$ cat src/hw/esar_pkg.sv
package esar_pkg;

  // Register offsets on the parallel control port
  localparam logic [7:0] OFS_RX_ALARM_STATUS  = 8'h06;
  localparam logic [7:0] OFS_EVENT_STATUS_TWO = 8'h07;
  localparam logic [7:0] OFS_RX_INFORMATION   = 8'h08;
  localparam logic [7:0] OFS_ALARM_MASK_ONE   = 8'h16;
  localparam logic [7:0] OFS_EVENT_MASK_TWO   = 8'h17;
  localparam logic [7:0] OFS_SYNC_LIVE_STATUS = 8'h1e;

  // Reset values
  localparam logic [7:0] RST_STATUS = 8'h00;
  localparam logic [7:0] RST_MASK   = 8'h00;
  localparam logic [7:0] RD_UNMAPPED = 8'h00;

  // receive_alarm_status field positions
  localparam int BIT_SIG_ALL_ONES   = 7;
  localparam int BIT_DISTANT_MF     = 6;
  localparam int BIT_SIG_ALL_ZEROS  = 5;
  localparam int BIT_RX_SLIP        = 4;
  localparam int BIT_UNFRAMED_ONES  = 3;
  localparam int BIT_REMOTE_ALARM   = 2;
  localparam int BIT_CARRIER_LOSS   = 1;
  localparam int BIT_LOSS_OF_SYNC   = 0;
  // Alarm-type bits of receive_alarm_status
  localparam logic [7:0] ALARM_BITS_ONE = 8'h0f;
  localparam logic [7:0] ALARM_BITS_NONE = 8'h00;

  // receive_information field positions
  localparam int BIT_TX_STORE_FULL  = 7;
  localparam int BIT_TX_STORE_EMPTY = 6;
  localparam int BIT_JITTER_TRIP    = 5;
  localparam int BIT_RX_STORE_FULL  = 4;
  localparam int BIT_RX_STORE_EMPTY = 3;
  localparam int BIT_CRC_RESYNC     = 2;
  localparam int BIT_FAS_RESYNC     = 1;
  localparam int BIT_CAS_RESYNC     = 0;

  // Detector figures
  localparam int SIG_ONES_ZEROS_MIN = 3;
  localparam int DMA_RUN            = 2;
  localparam int UAO_WINDOW_BITS    = 512;
  localparam int UAO_ZEROS_MIN      = 3;
  localparam int RRA_RUN            = 3;
  localparam int RCL_ZEROS_NORMAL   = 255;
  localparam int RCL_ZEROS_ALT      = 2048;
  localparam int RCL_CLEAR_WINDOW   = 255;
  localparam int RCL_CLEAR_ONES     = 32;
  localparam int CRC_BLOCK_WORDS    = 1000;
  localparam int CRC_BLOCK_ERRORS   = 915;
  localparam int FAS_ERR_RUN        = 3;
  localparam int JITTER_MARGIN      = 4;
  localparam int SYNC_COUNT_WIDTH   = 6;

  // Receive stream qualifiers from the framer, one bit time per bit_en
  typedef struct packed {
    logic bit_en;
    logic bit_value;
    logic in_ts16;
    logic ts16_bit6;
    logic frame_zero;
    logic nonalign_bit3;
    logic mf_end;
  } esar_rx_stream_type;

  // Framer and store events, single-cycle pulses except in_sync, crc_synced and the three search bits, which are levels
  typedef struct packed {
    logic signaling_change;
    logic rx_slip;
    logic in_sync;
    logic tx_full;
    logic tx_empty;
    logic rx_full;
    logic rx_empty;
    logic crc_word_valid;
    logic crc_word_error;
    logic fas_word_valid;
    logic fas_word_error;
    logic cas_resync;
    logic mf_search_timeout;
    logic crc_synced;
    logic frame_search;
    logic signaling_search;
    logic crc_search;
  } esar_framer_type;

  // Host access, one-cycle strobes
  typedef struct packed {
    logic       rd;
    logic       wr;
    logic [7:0] addr;
    logic [7:0] wdata;
  } esar_host_type;

endpackage

$ cat src/hw/esar_latch_reg.sv
module esar_latch_reg #(
  parameter int          WIDTH = 8,
  parameter logic [7:0]  ALARM = 8'h00
) (
  input  wire logic             clock,
  input  wire logic             rst,
  input  wire logic [WIDTH-1:0] set_event,
  input  wire logic [WIDTH-1:0] alarm_level,
  input  wire logic             write_en,
  input  wire logic             read_en,
  input  wire logic [WIDTH-1:0] wdata,
  input  wire logic [WIDTH-1:0] irq_mask,
  output logic      [WIDTH-1:0] read_copy,
  output logic                  irq
);
  import esar_pkg::*;

  logic [WIDTH-1:0] latched;
  logic [WIDTH-1:0] selected;
  logic [WIDTH-1:0] pending;
  logic [WIDTH-1:0] alarm_prev;
  logic [WIDTH-1:0] alarm_kind;
  logic [WIDTH-1:0] read_clear;
  logic [WIDTH-1:0] pend_clear;
  logic [WIDTH-1:0] alarm_change;
  logic [WIDTH-1:0] next_latched;
  logic [WIDTH-1:0] next_pending;
  logic [WIDTH-1:0] next_copy;

  assign alarm_kind   = ALARM[WIDTH-1:0];
  assign read_clear   = read_en ? (selected & read_copy) : '0;
  assign pend_clear   = read_en ? selected : '0;
  assign alarm_change = (alarm_level ^ alarm_prev) & alarm_kind;
  // Set wins over a read clear; alarms stay set while present
  assign next_latched = (latched & ~read_clear) | set_event
                      | (alarm_level & alarm_kind); // RULE_01 RULE_02
  // Copy refreshed only where the mask byte holds a one
  assign next_copy    = write_en ? ((read_copy & ~wdata) | (latched & wdata))
                                 : read_copy; // RULE_03
  assign next_pending = (pending & ~pend_clear) | alarm_change
                      | (set_event & ~alarm_kind); // RULE_07 RULE_08 RULE_09
  assign irq          = |(pending & irq_mask); // RULE_06

  always_ff @(posedge clock) begin
    if (rst) begin
      latched    <= '0;
      selected   <= '0;
      pending    <= '0;
      alarm_prev <= '0;
      read_copy  <= '0;
    end else begin
      latched    <= next_latched;
      pending    <= next_pending;
      alarm_prev <= alarm_level;
      read_copy  <= next_copy;
      if (write_en) begin
        selected <= wdata;
      end
    end
  end

endmodule // esar_latch_reg

$ cat src/hw/esar_e1_status_alarm.sv
// Operation
// RULE_01 - Both status registers and information register bits latch at one.
// RULE_02 - Reading a bit clears it; the four alarms re-set while present.
// RULE_03 - A write refreshes the readable copy only where written one.
// RULE_04 - Host writes mask, reads, then writes read value ANDed with mask.
// RULE_05 - Synchronizer status is read-only, live, needs no mask write.
// RULE_06 - Every status bit has its own interrupt mask bit.
// RULE_07 - Alarm bits request an interrupt on every change of state.
// RULE_08 - Reading the alarm bit drops its request even while present.
// RULE_09 - Event bits request on the event, drop when read.
// RULE_10 - Elastic store full and empty flags set on delete or repeat.
// RULE_11 - Jitter trip flag sets within four bits of the limit.
// RULE_12 - CRC resync flag sets on 915 errored words out of 1000.
// RULE_13 - Frame resync flag sets on three frame words errored in a row.
// RULE_14 - Three search-active bits show frame, signaling and CRC hunts.
// RULE_15 - Sync counter bits 5..2 and 0 readable; bit 1 hidden.
// RULE_16 - Sync counter counts timeouts, clears on sync or mode off, wraps.
// RULE_17 - Signaling ones: fewer than three zeros in TS16 over 16 frames.
// RULE_18 - A signaling change sets both signaling flags.
// RULE_19 - Signaling zeros: TS16 all zero over one multiframe.
// RULE_20 - Distant multiframe alarm after two multiframes of bit 6 set.
// RULE_21 - Unframed all ones: fewer than three zeros in 512 bits.
// RULE_22 - Remote alarm after three non-align bit 3 ones, clears on zeros.
// RULE_23 - Carrier loss on 255 or 2048 zeros; cleared by 32 ones in 255.
// RULE_24 - Slip bit latches on store slip; sync loss while unsynchronized.
// RULE_25 - Interrupt pin low while any unmasked request stays unserviced.
module esar_e1_status_alarm (
  input  wire logic                         clock,
  input  wire logic                         rst,
  input  wire esar_pkg::esar_host_type      host,
  output logic      [7:0]                   host_rdata,
  input  wire esar_pkg::esar_rx_stream_type rx,
  input  wire esar_pkg::esar_framer_type    framer,
  input  wire logic                         rx_positive_in,
  input  wire logic                         rx_negative_in,
  input  wire logic [7:0]                   event_two,
  input  wire logic [7:0]                   jitter_fill,
  input  wire logic [7:0]                   jitter_limit,
  input  wire logic                         crc_mode_enable,
  input  wire logic                         carrier_loss_alt_criterion,
  input  wire logic                         link_controller_irq,
  output logic                              irq_n
);
  import esar_pkg::*;

  // Line mark synchroniser
  logic        pos_meta;
  logic        pos_sync;
  logic        neg_meta;
  logic        neg_sync;
  logic        line_mark;

  // Host decode
  logic        sel_alarm;
  logic        sel_event_two;
  logic        sel_info;
  logic        sel_mask_one;
  logic        sel_mask_two;
  logic        sel_sync;
  logic [7:0]  read_mux;

  // Mask registers
  logic [7:0]  alarm_mask_one;
  logic [7:0]  event_mask_two;

  // Signaling detectors
  logic [1:0]  ts16_zeros;
  logic        ts16_any_one;
  logic        mf_bit6;
  logic [1:0]  dma_ones;
  logic [1:0]  dma_zeros;
  logic        distant_multiframe_alarm;
  logic        dma_set;

  // Unframed all ones
  logic [8:0]  uao_bits;
  logic [1:0]  uao_zeros;
  logic        unframed_all_ones;

  // Remote alarm
  logic [1:0]  rra_ones;
  logic [1:0]  rra_zeros;
  logic        remote_alarm_rx;

  // Carrier loss
  logic [11:0] rcl_zero_run;
  logic [7:0]  rcl_window;
  logic [5:0]  rcl_ones;
  logic        carrier_loss;
  logic [11:0] rcl_limit;

  // Resync criteria
  logic [9:0]  crc_words;
  logic [9:0]  crc_errors;
  logic        crc_resync_met;
  logic [1:0]  fas_run;
  logic        frame_align_resync_met;
  logic        jitter_limit_trip;

  // Synchronizer counter
  logic [SYNC_COUNT_WIDTH-1:0] sync_count;
  logic [7:0]  synchronizer_live_status;

  // Status register plumbing
  logic [7:0]  alarm_events;
  logic [7:0]  alarm_levels;
  logic [7:0]  info_events;
  logic [7:0]  copy_alarm;
  logic [7:0]  copy_event_two;
  logic [7:0]  copy_info;
  logic        irq_alarm;
  logic        irq_event_two;
  logic        ts16_bit;
  logic        mf_eval;

  function automatic logic [1:0] sat_inc2(input logic [1:0] value);
    sat_inc2 = (value == 2'h3) ? value : value + 2'h1;
  endfunction

  // Host address decode
  assign sel_alarm     = host.addr == OFS_RX_ALARM_STATUS;
  assign sel_event_two = host.addr == OFS_EVENT_STATUS_TWO;
  assign sel_info      = host.addr == OFS_RX_INFORMATION;
  assign sel_mask_one  = host.addr == OFS_ALARM_MASK_ONE;
  assign sel_mask_two  = host.addr == OFS_EVENT_MASK_TWO;
  assign sel_sync      = host.addr == OFS_SYNC_LIVE_STATUS;

  assign read_mux = sel_alarm     ? copy_alarm :
                    sel_event_two ? copy_event_two :
                    sel_info      ? copy_info :
                    sel_mask_one  ? alarm_mask_one :
                    sel_mask_two  ? event_mask_two :
                    sel_sync      ? synchronizer_live_status : // RULE_05
                                    RD_UNMAPPED;

  // Receive stream qualifiers
  assign line_mark = pos_sync | neg_sync;
  assign ts16_bit  = rx.bit_en & rx.in_ts16;
  assign mf_eval   = rx.bit_en & rx.mf_end;

  always_ff @(posedge clock) begin
    if (rst) begin
      pos_meta <= 1'b0;
      pos_sync <= 1'b0;
      neg_meta <= 1'b0;
      neg_sync <= 1'b0;
    end else begin
      pos_meta <= rx_positive_in;
      pos_sync <= pos_meta;
      neg_meta <= rx_negative_in;
      neg_sync <= neg_meta;
    end
  end

  always_ff @(posedge clock) begin
    if (rst) begin
      alarm_mask_one <= RST_MASK;
      event_mask_two <= RST_MASK;
      host_rdata     <= RD_UNMAPPED;
    end else begin
      if (host.wr && sel_mask_one) begin
        alarm_mask_one <= host.wdata; // RULE_06
      end
      if (host.wr && sel_mask_two) begin
        event_mask_two <= host.wdata; // RULE_06
      end
      if (host.rd) begin
        host_rdata <= read_mux;
      end
    end
  end

  // Signaling all ones / all zeros over one multiframe
  always_ff @(posedge clock) begin
    if (rst) begin
      ts16_zeros          <= 2'h0;
      ts16_any_one        <= 1'b0;
    end else if (mf_eval) begin
      ts16_zeros          <= 2'h0;
      ts16_any_one        <= 1'b0;
    end else if (ts16_bit) begin
      if (!rx.bit_value) begin
        ts16_zeros <= sat_inc2(ts16_zeros);
      end else begin
        ts16_any_one <= 1'b1;
      end
    end
  end

  // Distant multiframe alarm
  assign dma_set = mf_eval && mf_bit6 && 32'(dma_ones) + 1 >= DMA_RUN;

  always_ff @(posedge clock) begin
    if (rst) begin
      mf_bit6                  <= 1'b0;
      dma_ones                 <= 2'h0;
      dma_zeros                <= 2'h0;
      distant_multiframe_alarm <= 1'b0;
    end else begin
      if (ts16_bit && rx.frame_zero && rx.ts16_bit6) begin
        mf_bit6 <= rx.bit_value;
      end
      if (mf_eval) begin
        dma_ones  <= mf_bit6 ? sat_inc2(dma_ones) : 2'h0;
        dma_zeros <= mf_bit6 ? 2'h0 : sat_inc2(dma_zeros);
        if (dma_set) begin
          distant_multiframe_alarm <= 1'b1; // RULE_20
        end else if (!mf_bit6 && 32'(dma_zeros) + 1 >= DMA_RUN) begin
          distant_multiframe_alarm <= 1'b0; // RULE_20
        end
      end
    end
  end

  // Unframed all ones over a 512-bit window
  always_ff @(posedge clock) begin
    if (rst) begin
      uao_bits          <= 9'h000;
      uao_zeros         <= 2'h0;
      unframed_all_ones <= 1'b0;
    end else if (rx.bit_en) begin
      uao_bits <= uao_bits + 9'h001;
      if (32'(uao_bits) == UAO_WINDOW_BITS - 1) begin
        unframed_all_ones <= 32'(uao_zeros) + (rx.bit_value ? 0 : 1)
                             < UAO_ZEROS_MIN; // RULE_21
        uao_zeros         <= 2'h0;
      end else if (!rx.bit_value) begin
        uao_zeros <= sat_inc2(uao_zeros);
      end
    end
  end

  // Remote alarm from non-align frame bit 3
  always_ff @(posedge clock) begin
    if (rst) begin
      rra_ones        <= 2'h0;
      rra_zeros       <= 2'h0;
      remote_alarm_rx <= 1'b0;
    end else if (rx.bit_en && rx.nonalign_bit3) begin
      rra_ones  <= rx.bit_value ? sat_inc2(rra_ones) : 2'h0;
      rra_zeros <= rx.bit_value ? 2'h0 : sat_inc2(rra_zeros);
      if (rx.bit_value && 32'(rra_ones) + 1 >= RRA_RUN) begin
        remote_alarm_rx <= 1'b1; // RULE_22
      end else if (!rx.bit_value && 32'(rra_zeros) + 1 >= RRA_RUN) begin
        remote_alarm_rx <= 1'b0; // RULE_22
      end
    end
  end

  // Carrier loss on line marks
  assign rcl_limit = carrier_loss_alt_criterion ? 12'(RCL_ZEROS_ALT - 1)
                                                : 12'(RCL_ZEROS_NORMAL - 1);

  always_ff @(posedge clock) begin
    if (rst) begin
      rcl_zero_run <= 12'h000;
      rcl_window   <= 8'h00;
      rcl_ones     <= 6'h00;
      carrier_loss <= 1'b0;
    end else if (rx.bit_en) begin
      if (line_mark) begin
        rcl_zero_run <= 12'h000;
      end else if (rcl_zero_run != rcl_limit) begin
        rcl_zero_run <= rcl_zero_run + 12'h001;
      end
      if (!line_mark && rcl_zero_run == rcl_limit) begin
        carrier_loss <= 1'b1; // RULE_23
      end else if (line_mark && 32'(rcl_ones) + 1 >= RCL_CLEAR_ONES) begin
        carrier_loss <= 1'b0; // RULE_23
      end
      if (32'(rcl_window) == RCL_CLEAR_WINDOW - 1) begin
        rcl_window <= 8'h00;
        rcl_ones   <= 6'h00;
      end else begin
        rcl_window <= rcl_window + 8'h01;
        if (line_mark && rcl_ones != 6'h3f) begin
          rcl_ones <= rcl_ones + 6'h01;
        end
      end
    end
  end

  // CRC and frame resync criteria
  always_ff @(posedge clock) begin
    if (rst) begin
      crc_words              <= 10'h000;
      crc_errors             <= 10'h000;
      crc_resync_met         <= 1'b0;
      fas_run                <= 2'h0;
      frame_align_resync_met <= 1'b0;
    end else begin
      crc_resync_met         <= 1'b0;
      frame_align_resync_met <= 1'b0;
      if (framer.crc_word_valid) begin
        if (32'(crc_words) == CRC_BLOCK_WORDS - 1) begin
          crc_words  <= 10'h000;
          crc_errors <= 10'h000;
        end else begin
          crc_words  <= crc_words + 10'h001;
          crc_errors <= crc_errors + 10'(framer.crc_word_error);
        end
        if (framer.crc_word_error &&
            32'(crc_errors) == CRC_BLOCK_ERRORS - 1) begin
          crc_resync_met <= 1'b1; // RULE_12
        end
      end
      if (framer.fas_word_valid) begin
        fas_run <= framer.fas_word_error ? sat_inc2(fas_run) : 2'h0;
        if (framer.fas_word_error && 32'(fas_run) + 1 == FAS_ERR_RUN) begin
          frame_align_resync_met <= 1'b1; // RULE_13
        end
      end
    end
  end

  assign jitter_limit_trip = 9'(jitter_fill) + 9'(JITTER_MARGIN)
                             >= 9'(jitter_limit); // RULE_11

  // CRC4 sync counter, wraps
  always_ff @(posedge clock) begin
    if (rst) begin
      sync_count <= '0;
    end else if (framer.crc_synced || !crc_mode_enable) begin
      sync_count <= '0; // RULE_16
    end else if (framer.mf_search_timeout) begin
      sync_count <= sync_count + SYNC_COUNT_WIDTH'(1); // RULE_16
    end
  end

  assign synchronizer_live_status = {sync_count[5:2], sync_count[0], // RULE_15
                                     framer.frame_search,
                                     framer.signaling_search,
                                     framer.crc_search}; // RULE_14

  // Status sources
  always_comb begin
    alarm_events = 8'h00;
    alarm_levels = 8'h00;
    alarm_events[BIT_SIG_ALL_ONES]  = (mf_eval && 32'(ts16_zeros)
                                       < SIG_ONES_ZEROS_MIN)
                                    || framer.signaling_change; // RULE_17 RULE_18
    alarm_events[BIT_SIG_ALL_ZEROS] = (mf_eval && !ts16_any_one)
                                    || framer.signaling_change; // RULE_19 RULE_18
    alarm_events[BIT_DISTANT_MF]    = dma_set;
    alarm_events[BIT_RX_SLIP]       = framer.rx_slip; // RULE_24
    alarm_levels[BIT_UNFRAMED_ONES] = unframed_all_ones;
    alarm_levels[BIT_REMOTE_ALARM]  = remote_alarm_rx;
    alarm_levels[BIT_CARRIER_LOSS]  = carrier_loss;
    alarm_levels[BIT_LOSS_OF_SYNC]  = !framer.in_sync; // RULE_24
  end

  always_comb begin
    info_events = 8'h00;
    info_events[BIT_TX_STORE_FULL]  = framer.tx_full; // RULE_10
    info_events[BIT_TX_STORE_EMPTY] = framer.tx_empty; // RULE_10
    info_events[BIT_JITTER_TRIP]    = jitter_limit_trip;
    info_events[BIT_RX_STORE_FULL]  = framer.rx_full; // RULE_10
    info_events[BIT_RX_STORE_EMPTY] = framer.rx_empty; // RULE_10
    info_events[BIT_CRC_RESYNC]     = crc_resync_met;
    info_events[BIT_FAS_RESYNC]     = frame_align_resync_met;
    info_events[BIT_CAS_RESYNC]     = framer.cas_resync;
  end

  esar_latch_reg #(.WIDTH(8), .ALARM(ALARM_BITS_ONE)) u_alarm_status (
    .clock       (clock),
    .rst         (rst),
    .set_event   (alarm_events),
    .alarm_level (alarm_levels),
    .write_en    (host.wr && sel_alarm),
    .read_en     (host.rd && sel_alarm),
    .wdata       (host.wdata),
    .irq_mask    (alarm_mask_one),
    .read_copy   (copy_alarm),
    .irq         (irq_alarm)
  );

  esar_latch_reg #(.WIDTH(8), .ALARM(ALARM_BITS_NONE)) u_event_two (
    .clock       (clock),
    .rst         (rst),
    .set_event   (event_two),
    .alarm_level (8'h00),
    .write_en    (host.wr && sel_event_two),
    .read_en     (host.rd && sel_event_two),
    .wdata       (host.wdata),
    .irq_mask    (event_mask_two),
    .read_copy   (copy_event_two),
    .irq         (irq_event_two)
  );

  // Information register does not interrupt
  esar_latch_reg #(.WIDTH(8), .ALARM(ALARM_BITS_NONE)) u_information (
    .clock       (clock),
    .rst         (rst),
    .set_event   (info_events),
    .alarm_level (8'h00),
    .write_en    (host.wr && sel_info),
    .read_en     (host.rd && sel_info),
    .wdata       (host.wdata),
    .irq_mask    (8'h00),
    .read_copy   (copy_info),
    .irq         ()
  );

  // Interrupt pin, active low
  always_ff @(posedge clock) begin
    if (rst) begin
      irq_n <= 1'b1;
    end else begin
      irq_n <= !(irq_alarm || irq_event_two
                 || link_controller_irq); // RULE_25
    end
  end

endmodule // esar_e1_status_alarm

$ cat config.mk
export PLATFORM = sky130hd
export DESIGN_NAME = esar_e1_status_alarm
export DESIGN_NICKNAME = d
export VERILOG_FILES = /design/src/hw/esar_pkg.sv /design/src/hw/esar_latch_reg.sv /design/src/hw/esar_e1_status_alarm.sv
export SDC_FILE = /design/constraint.sdc
export NUM_CORES = 1
export LEC_CHECK = 0
export ABC_AREA = 1
export BUFFER_PORTS_ARGS = -buffer_cell sky130_fd_sc_hd__buf_2
export CAP_MARGIN = 30
export CORE_MARGIN = 2
export CORE_UTILIZATION = 50
export DETAILED_ROUTE_END_ITERATION = 8
export PLACE_DENSITY = 0.71
export SLEW_MARGIN = 20
export SYNTH_ARGS = -nofsm -noshare
export SYNTH_HDL_FRONTEND = slang
export SYNTH_HIERARCHICAL = 1
export SYNTH_SLANG_ARGS = --single-unit
$ cat constraint.sdc
create_clock -name clock -period 2.3 [get_ports clock]
set_input_delay 0.345 -clock clock [delete_from_list [all_inputs] [get_ports clock]]
set_output_delay 0.345 -clock clock [all_outputs]
set_load 0.01 [all_outputs]
Yosys cells after proc, flatten, opt, wreduce, memory -nomap -nowiden. Index checks and enable logic that the tools add are counted.

Equal/unequal tests: 26. Add/subtract/negate cells: 20. Reductions and logical operators: 55. Magnitude comparators: 7. Mux-type cells: 37. Bitwise operators: 40.

Operators with widths (number): AND 8 bit (16); two-way mux 8 bit (12); bitwise OR 8 bit (8); NOT 8 bit (6); == test 8 x 5 -> 1 bit (second input constant) (3); two-way mux 12 bit (2); logical AND 1 bit (22); two-way mux 2 bit (11); == test 10 bit (second input constant) (2); two-way mux 10 bit (2); AND reduction 2 bit (10); == test 8 x 3 -> 1 bit (second input constant) (2); bitwise OR 8 x 4 -> 8 bit (2); OR reduction 8 bit (2); adder 12 x 1 -> 12 bit (second input constant) (1); adder 2 x 1 -> 2 bit (second input constant) (6); adder 2 x 1 -> 3 bit (second input constant) (4); adder 6 x 1 -> 6 bit (second input constant) (2); == test 12 x 11 -> 1 bit (1); == test 2 bit (second input constant) (6); two-way mux 6 bit (2); != test 12 x 11 -> 1 bit (1); two-way mux 11 bit (1); adder 10 x 1 -> 10 bit (1); other kinds (28) (60).

Flip-flop bits (word level): 201. Input port bits: 73. Logic and storage cells: 225.

Logic depth before layout (Yosys ltp). Gate-level depths: netlist of the first run.

Depth after elaboration: 7. Gate-level depth with buffers: 13.

Cells and area by module. Netlist of the first run, hierarchy kept.

Modules (own cells, without submodules): esar_e1_status_alarm (times used 1, cells each 865, area each 5928.2 um2, sequential area each 2182.1 um2); esar_latch_reg (u_event_two ...) (times used 2, cells each 159, area each 1229.9 um2, sequential area each 640.6 um2); esar_latch_reg (u_alarm_status) (times used 1, cells each 193, area each 1539.0 um2, sequential area each 720.7 um2).

Least setup slack after synthesis of the first run. No wires, ideal clock.

Path type: in2reg. Start point: in jitter_fill[2]. End point: reg u_information.latched[5]. Setup slack: 555 ps. Data required time: 2181 ps. Data arrival time: 1626 ps. Stages on the path: 11. Library setup time: 119 ps. Path buffers: 0. Cells stage by stage: ha_1 nand3_1 xor2_1 inv_1 ha_1 a21oi_1 o211ai_1 nor2_1 nand3_1 inv_1 a21oi_1.

Word-level cells in the longest chain between the ends: 3.

RTL lines: from (decl) (RTL line esar_e1_status_alarm.sv:37) `input wire logic [7:0] jitter_fill,`; adder 8 x 3 -> 9 bit (RTL line esar_e1_status_alarm.sv:316) `assign jitter_limit_trip = 9'(jitter_fill) + 9'(JITTER_MARGIN)`; greater-or-equal comparator 9 x 8 -> 1 bit (RTL line esar_e1_status_alarm.sv:317) `>= 9'(jitter_limit);`; named net jitter_limit_trip (RTL line esar_e1_status_alarm.sv:98) `logic jitter_limit_trip;`; bitwise OR 8 bit (RTL line esar_latch_reg.sv:35) `assign next_latched = (latched & ~read_clear) | set_event`; to (signal assigned) (RTL line esar_latch_reg.sv:52) `latched <= next_latched;`; to (decl) (RTL line esar_latch_reg.sv:18) `logic [WIDTH-1:0] latched;`.

The timed path passes the listed nets, and every way through them passes these cells. A chain may end at the register's enable or synchronous reset.

Final worst setup path of the first run.
Start point: reg rcl_zero_run[0]. End point: reg rcl_zero_run[11].

Word-level cells in the longest chain between the ends: 3. Elaborated cells on any way between the ends: 6.

RTL lines: from (decl) (RTL line esar_e1_status_alarm.sv:86) `logic [11:0] rcl_zero_run;`; from (signal assigned) (RTL line esar_e1_status_alarm.sv:264) `rcl_zero_run <= rcl_zero_run + 12'h001;`; adder 12 x 1 -> 12 bit / != test 12 x 11 -> 1 bit (equally long branches) (RTL line esar_e1_status_alarm.sv:264, esar_e1_status_alarm.sv:263); two-way mux 12 bit / nonzero test 2 bit (equally long branches); two-way mux 12 bit / AND reduction 2 bit (equally long branches).

Parallel ways exist; a longest one is shown, timed or not. The select of a mux whose other input is x is not followed.

==> impl_metrics.csv, run 1 <==
group,metric,value,unit
worst_setup_path,slowest_delay,0.48,ns
grt,grt_max_degree,99,
worst_setup_path,cp_data_arrival_time,1.99,ns
routing,drtIter0Drc,518,
power_and_ir_drop,swShare,23.6,%
cts,htreeDepth,1,
grt,grt_overflow,0,
cts,cts.sinks,201,
worst_setup_path,cp_common_cell,"nand2_1",
timing,fin_skew,0.0297,ns
timing,final_max_slew_viol_count,0,
place,dpl.hpwl,15400,um
timing,whs,0.0495,ns
timing,relSlewSlack,61.6,%
grt,grt_pass1_vias,7978,
layout,fin_area,0.0109,mm^2
cts,cts_tree,"built",
power_and_ir_drop,ir_worst_vdd,0.585,mV
floorplanning,dieArea,0.0203,mm^2
timing,layout_setup_ws,0.677,ns
place,place_inst,1620,
min_path,hp-class,"input pin to flip-flop",
layout,area_growth,13.2,%
cts,clock_latency,0.52,ns
floorplanning,dieHeight,143,um
grt,antenna_found_initial,0,
grt,grt_usage,21.7,%
synth,synth_area,0.00961,mm^2
floorplanning,core_area,0.0188,mm^2
power_and_ir_drop,p_comb_share,6.5,%
routing,wl,21900,um
power_and_ir_drop,seq_power_share,47.6,%
power_and_ir_drop,p_sw,1.80,mW
routing,ant_nets,0,
flow_run,drv_cap,0,
routing,vias,8559,
layout,drive_above_1_share,13.7,%
cts,clk_pin_slew_worst_paths,0.05,ns
grt,grt_pass1_wl,36700,um
floorplanning,fp-row-count,50,
timing,finalSetupTns,0,ns
place,dp_slack,0.322,ns
place,port_buffers,81,
cts,numCtsBuffers,23,
synth,ys_warn_count,6,
power_and_ir_drop,power_frac_clock,45.9,%
routing,viasPerCell,5.15,
cts,clockRootBuffer,"clkbuf_16",
synth,syn_inst,1329,
power_and_ir_drop,p_leak,4.65,nW
timing,fmax,616,MHz
synth,avgSynthCellArea,7.23,um^2
layout,fillCellCount,1793,
timing,grt_setup_unrepaired,"no",
worst_setup_path,cp_max_fo,9,
status,status,"finished, final reports clean",
timing,final_hold_viol_count,0,
routing,wl_per_cell,13.2,um
power_and_ir_drop,internal_power,5.82,mW
timing,fin_crit_sh,70.6,%
layout,fin_cells,1661,
floorplanning,die_w,143,um
worst_setup_path,critical_path_required,2.67,ns
worst_setup_path,worstSetupEndpointType,"flip-flop",
cts,cts_setup_buffers,0,
layout,diodes,0,
place,place_congestion,0.837,
place,postPlaceCellArea,0.0101,mm^2
worst_setup_path,cp_slowest_cell,"dfxtp_1",
timing,tightest_slew,0.575,ns
floorplanning,io_pins,82,
worst_setup_path,crit_chain,"nand2_1 -> o21ai_1 -> nand3_2 -> nand2_2 -> nand2_1 -> nand2_1 -> a21oi_1",
routing,first_pass_iters,5,
cts,cts_buffer_depth,3,
timing,fin_crit,1.62,ns
timing,finalSetupViolCount,0,
layout,nNetsFinal,1515,
power_and_ir_drop,power_density,701,mW/mm^2
worst_setup_path,path_class,"flip-flop to flip-flop",
worst_setup_path,start_kind,"flip-flop",
routing,drc_errors,0,
floorplanning,initial_core_util,51.2,%
[power groups by stage]
stage / Clock (mW) / Combinational, mW / Sequential [mW]
floorplan: 0 / 0.323 / 3.68
global placement: 0 / 0.484 / 3.70
global route: 3.75 / 0.561 / 3.64
detailed placement: 0 / 0.495 / 3.70
CTS: 3.57 / 0.499 / 3.63
finish: 3.50 / 0.495 / 3.63
[cells in the final DEF, fill, tap and decap left out, drive strengths merged, types with 17 or more instances in the layout]
cell type / instances
nand2: 323
dfxtp: 201
inv: 158
a21oi: 154
nor2: 140
nand3: 140
buf: 101
o21ai: 47
ha: 30
clkbuf: 30
nor3: 26
nand4: 17
[cell type report]
cell class	count	area, um^2	area share, %
inverter	157	589	5.42
sequential	201	4020	37.0
timing repair buffer	102	581	5.34
clock buffer	30	642	5.90
tap	234	293	2.69
clock inverter	10	81.3	0.748
multi-input combinational	927	4670	42.9
[worst max-delay path: cells and delay by family (launching register included)]
family | cells | cell delay, ns
DFF | 1 | 0.48
AOI/OAI and AO/OA | 2 | 0.24
and+or+nand+nor | 5 | 0.78
[metal layers]
layer | global-route usage (%) | vias up | part of all wire [%]
li1 | - | 4460 | -
met4 | 6.25 | 0 | 2.7
met5 | 0 | - | 0
met1 | 28.6 | 3876 | 46
met2 | 37.2 | 179 | 47
met3 | 3.02 | 44 | 4.2
[worst paths after layout]
path              startpoint                to  slack, ns  cells after the start
max reg2reg  rcl_zero_run[0]  rcl_zero_run[11]       0.68                      7
min reg2reg         neg_meta          neg_sync       0.40                      2
min           rx_negative_in          neg_meta       0.05                      3
max          rcl_zero_run[0]  rcl_zero_run[11]       0.68                      7
[what timing repair did]
item | in CTS | in global routing
endpoints found under the setup margin | 0 | 0
resized for setup | 0 | 0
endpoints found under the hold margin | 1 | 0
hold buffers | 1 | 0
[stage by stage]
stage               power (mW)  util [%]
floorplan                 4.01         -
global placement          4.18      54.1
detailed placement        4.20      54.1
CTS                       7.69      58.0
global route              7.94      58.0
finish                    7.62      58.0
(Power assumes the default switching activity.)
==> run 2: changes to the inputs <==
--- a/config.mk
+++ b/config.mk
@@ -11,7 +11,7 @@
 export CORE_MARGIN = 2
 export CORE_UTILIZATION = 50
 export DETAILED_ROUTE_END_ITERATION = 8
-export PLACE_DENSITY = 0.71
+export PLACE_DENSITY = 0.73
 export SLEW_MARGIN = 20
 export SYNTH_ARGS = -nofsm -noshare
 export SYNTH_HDL_FRONTEND = slang
==> constraint.sdc (replaced) <==
create_clock -name clock -period 1.4 [get_ports clock]
set_input_delay 0.21 -clock clock [delete_from_list [all_inputs] [get_ports clock]]
set_output_delay 0.21 -clock clock [all_outputs]
set_load 0.01 [all_outputs]
==> run 2 against run 1 <==
  * Total power is 67% higher
  * Register-to-register slack worse by 0.66 ns
  * Worst setup slack lost 0.66 ns
  * Worst hold slack lost 0.036 ns
==> impl_metrics.csv, run 2 (synthesized netlist as in run 1, its figures left out) <==
group,metric,value,unit
layout,final-seq-area,0.00405,mm^2
timing,fin_crit_sh,98.8,%
timing,finalSetupTns,0,ns
grt,antenna_found_initial,3,
worst_setup_path,crit_chain,"buf_4 -> nand2_1 -> nor2_2 -> nand4_1 -> nor3_2 -> nand3_1 -> nand2_1 -> nor2_1",
worst_setup_path,critical_path_required,1.79,ns
worst_setup_path,worstSetupEndpointType,"flip-flop",
grt,grt_max_degree,68,
cts,htreeDepth,1,
worst_setup_path,start_kind,"flip-flop",
timing,whs,0.0140,ns
routing,wl,23900,um
worst_setup_path,cp_max_fo,3,
cts,cts.sinks,201,
place,place_congestion,0.949,
floorplanning,die_w,143,um
cts,clockRootBuffer,"clkbuf_16",
layout,drive_above_1_share,22.7,%
power_and_ir_drop,ir_worst_vdd,1.05,mV
worst_setup_path,cp_data_arrival_time,1.77,ns
routing,vias,9022,
floorplanning,dieHeight,143,um
timing,grt_setup_unrepaired,"yes",
min_path,hp-class,"input pin to flip-flop",
cts,clk_pin_slew_worst_paths,0.06,ns
floorplanning,fp-row-count,50,
worst_setup_path,cp_slowest_cell,"dfxtp_2",
worst_setup_path,path_class,"flip-flop to flip-flop",
worst_setup_path,slowest_delay,0.33,ns
grt,grt_overflow,0,
cts,cts_tree,"built",
layout,final_common_cell,"nand2_1",
routing,drc_errors,0,
floorplanning,initial_core_util,51.2,%
layout,multiInputGateArea,0.00502,mm^2
status,status,"finished, final reports clean",
grt,grt_pass1_wl,38300,um
timing,finalSetupViolCount,0,
grt,grt_pass1_vias,8333,
power_and_ir_drop,p_leak,5.16,nW
timing,final_hold_viol_count,0,
power_and_ir_drop,power,12.8,mW
cts,numCtsBuffers,22,
grt,grt_usage,22.7,%
routing,first_pass_iters,7,
floorplanning,core_area,0.0188,mm^2
power_and_ir_drop,power_density,1060,mW/mm^2
cts,cts_buffer_depth,3,
layout,area_growth,25.7,%
layout,mostFrequentLayoutCells,"nand2_1, dfxtp_1, inv_1",
layout,nNetsFinal,1601,
flow_run,drv_cap,0,
cts,clock_latency,0.50,ns
timing,fin_skew,0.0143,ns
routing,viasPerCell,5.16,
routing,ant_nets,0,
layout,fillCellCount,1600,
timing,fmax,723,MHz
timing,fin_crit,1.38,ns
place,dpl.hpwl,16600,um
floorplanning,dieArea,0.0203,mm^2
timing,final_max_slew_viol_count,0,
worst_setup_path,cp_common_cell,"nand2_1",
floorplanning,io_pins,82,
place,port_buffers,81,
routing,drtIter0Drc,538,
routing,wl_per_cell,13.7,um
-- run 2: changes by cell type in the layout (fill, tap and decap cells not counted), moves of 8 or more --
cell | previous run | this run
dlygate4sd3_1 | 1 | 20
inv_1 | 155 | 147
nor2_2 | 4 | 12
nor2_1 | 133 | 120
buf_4 | 20 | 77
nand2_1 | 305 | 293
buf_12 | 1 | 10
ha_1 | 30 | 20
nand3_1 | 125 | 117
dfxtp_2 | 0 | 14
dfxtp_1 | 201 | 186
-- run 2: path summary, 6_finish.rpt --
kind,from,end,slack [ns],cells past startpoint
worst min register to register,neg_meta,neg_sync,0.40,2
worst max-delay path,crc_words[0],crc_words[9],0.02,8
worst min-delay path,rx[3],mf_bit6,0.01,3
worst max register to register,crc_words[0],crc_words[9],0.02,8
-- run 2: per-stage QoR --
stage	setup WS, ns	utilization, %	area (um^2)	cells
6_report	0.0173	64.3	12100	1747
5_1_grt	-0.0979	64.3	12100	1746
4_1_cts	-0.0478	62.7	11800	1739
3_5_place_dp	-0.370	57.6	10800	1681
3_3_place_gp	-0.347	57.6	10800	1681
2_1_floorplan	-0.100	-	9730	1332
-- run 2: what timing repair did --
action | CTS | global route
pin swaps | 0 | 31
buffers inserted | 1 | 6
resized for setup | 12 | 79
endpoints found under the hold margin | 28 | 0
hold buffers | 20 | 0
setup endpoints to repair | 12 | 49
-- run 2: worst max-delay path: cells and delay by family, from the launching register on --
kind | cells | cell delay, ns
and+or+nand+nor | 7 | 0.83
DFF | 1 | 0.33
buffers and inverters | 1 | 0.10
-- run 2: power breakdown --
group | internal [mW] | switching, mW
Combinational | 0.450 | 0.593
Clock | 3.47 | 2.27
Sequential | 5.86 | 0.102
-- run 2: routing by layer --
| layer | wire length (um) | global-route usage (%) |
|---|---|---|
| met5 | 0 | 0 |
| met3 | 1350 | 3.99 |
| met4 | 744 | 7.03 |
| met1 | 10500 | 29.4 |
| met2 | 11300 | 38.8 |
-- run 2: area by class of cell --
| cell class | instances | share of cell area, % |
|---|---|---|
| well taps | 234 | 2.42 |
| clock inverters | 6 | 0.487 |
| diodes | 2 | 0.0414 |
| multi-input cells | 927 | 41.5 |
| clock buffers | 31 | 5.51 |
| repair buffers | 189 | 11.6 |
| flip-flops and latches | 201 | 33.5 |
| inverters | 157 | 4.90 |
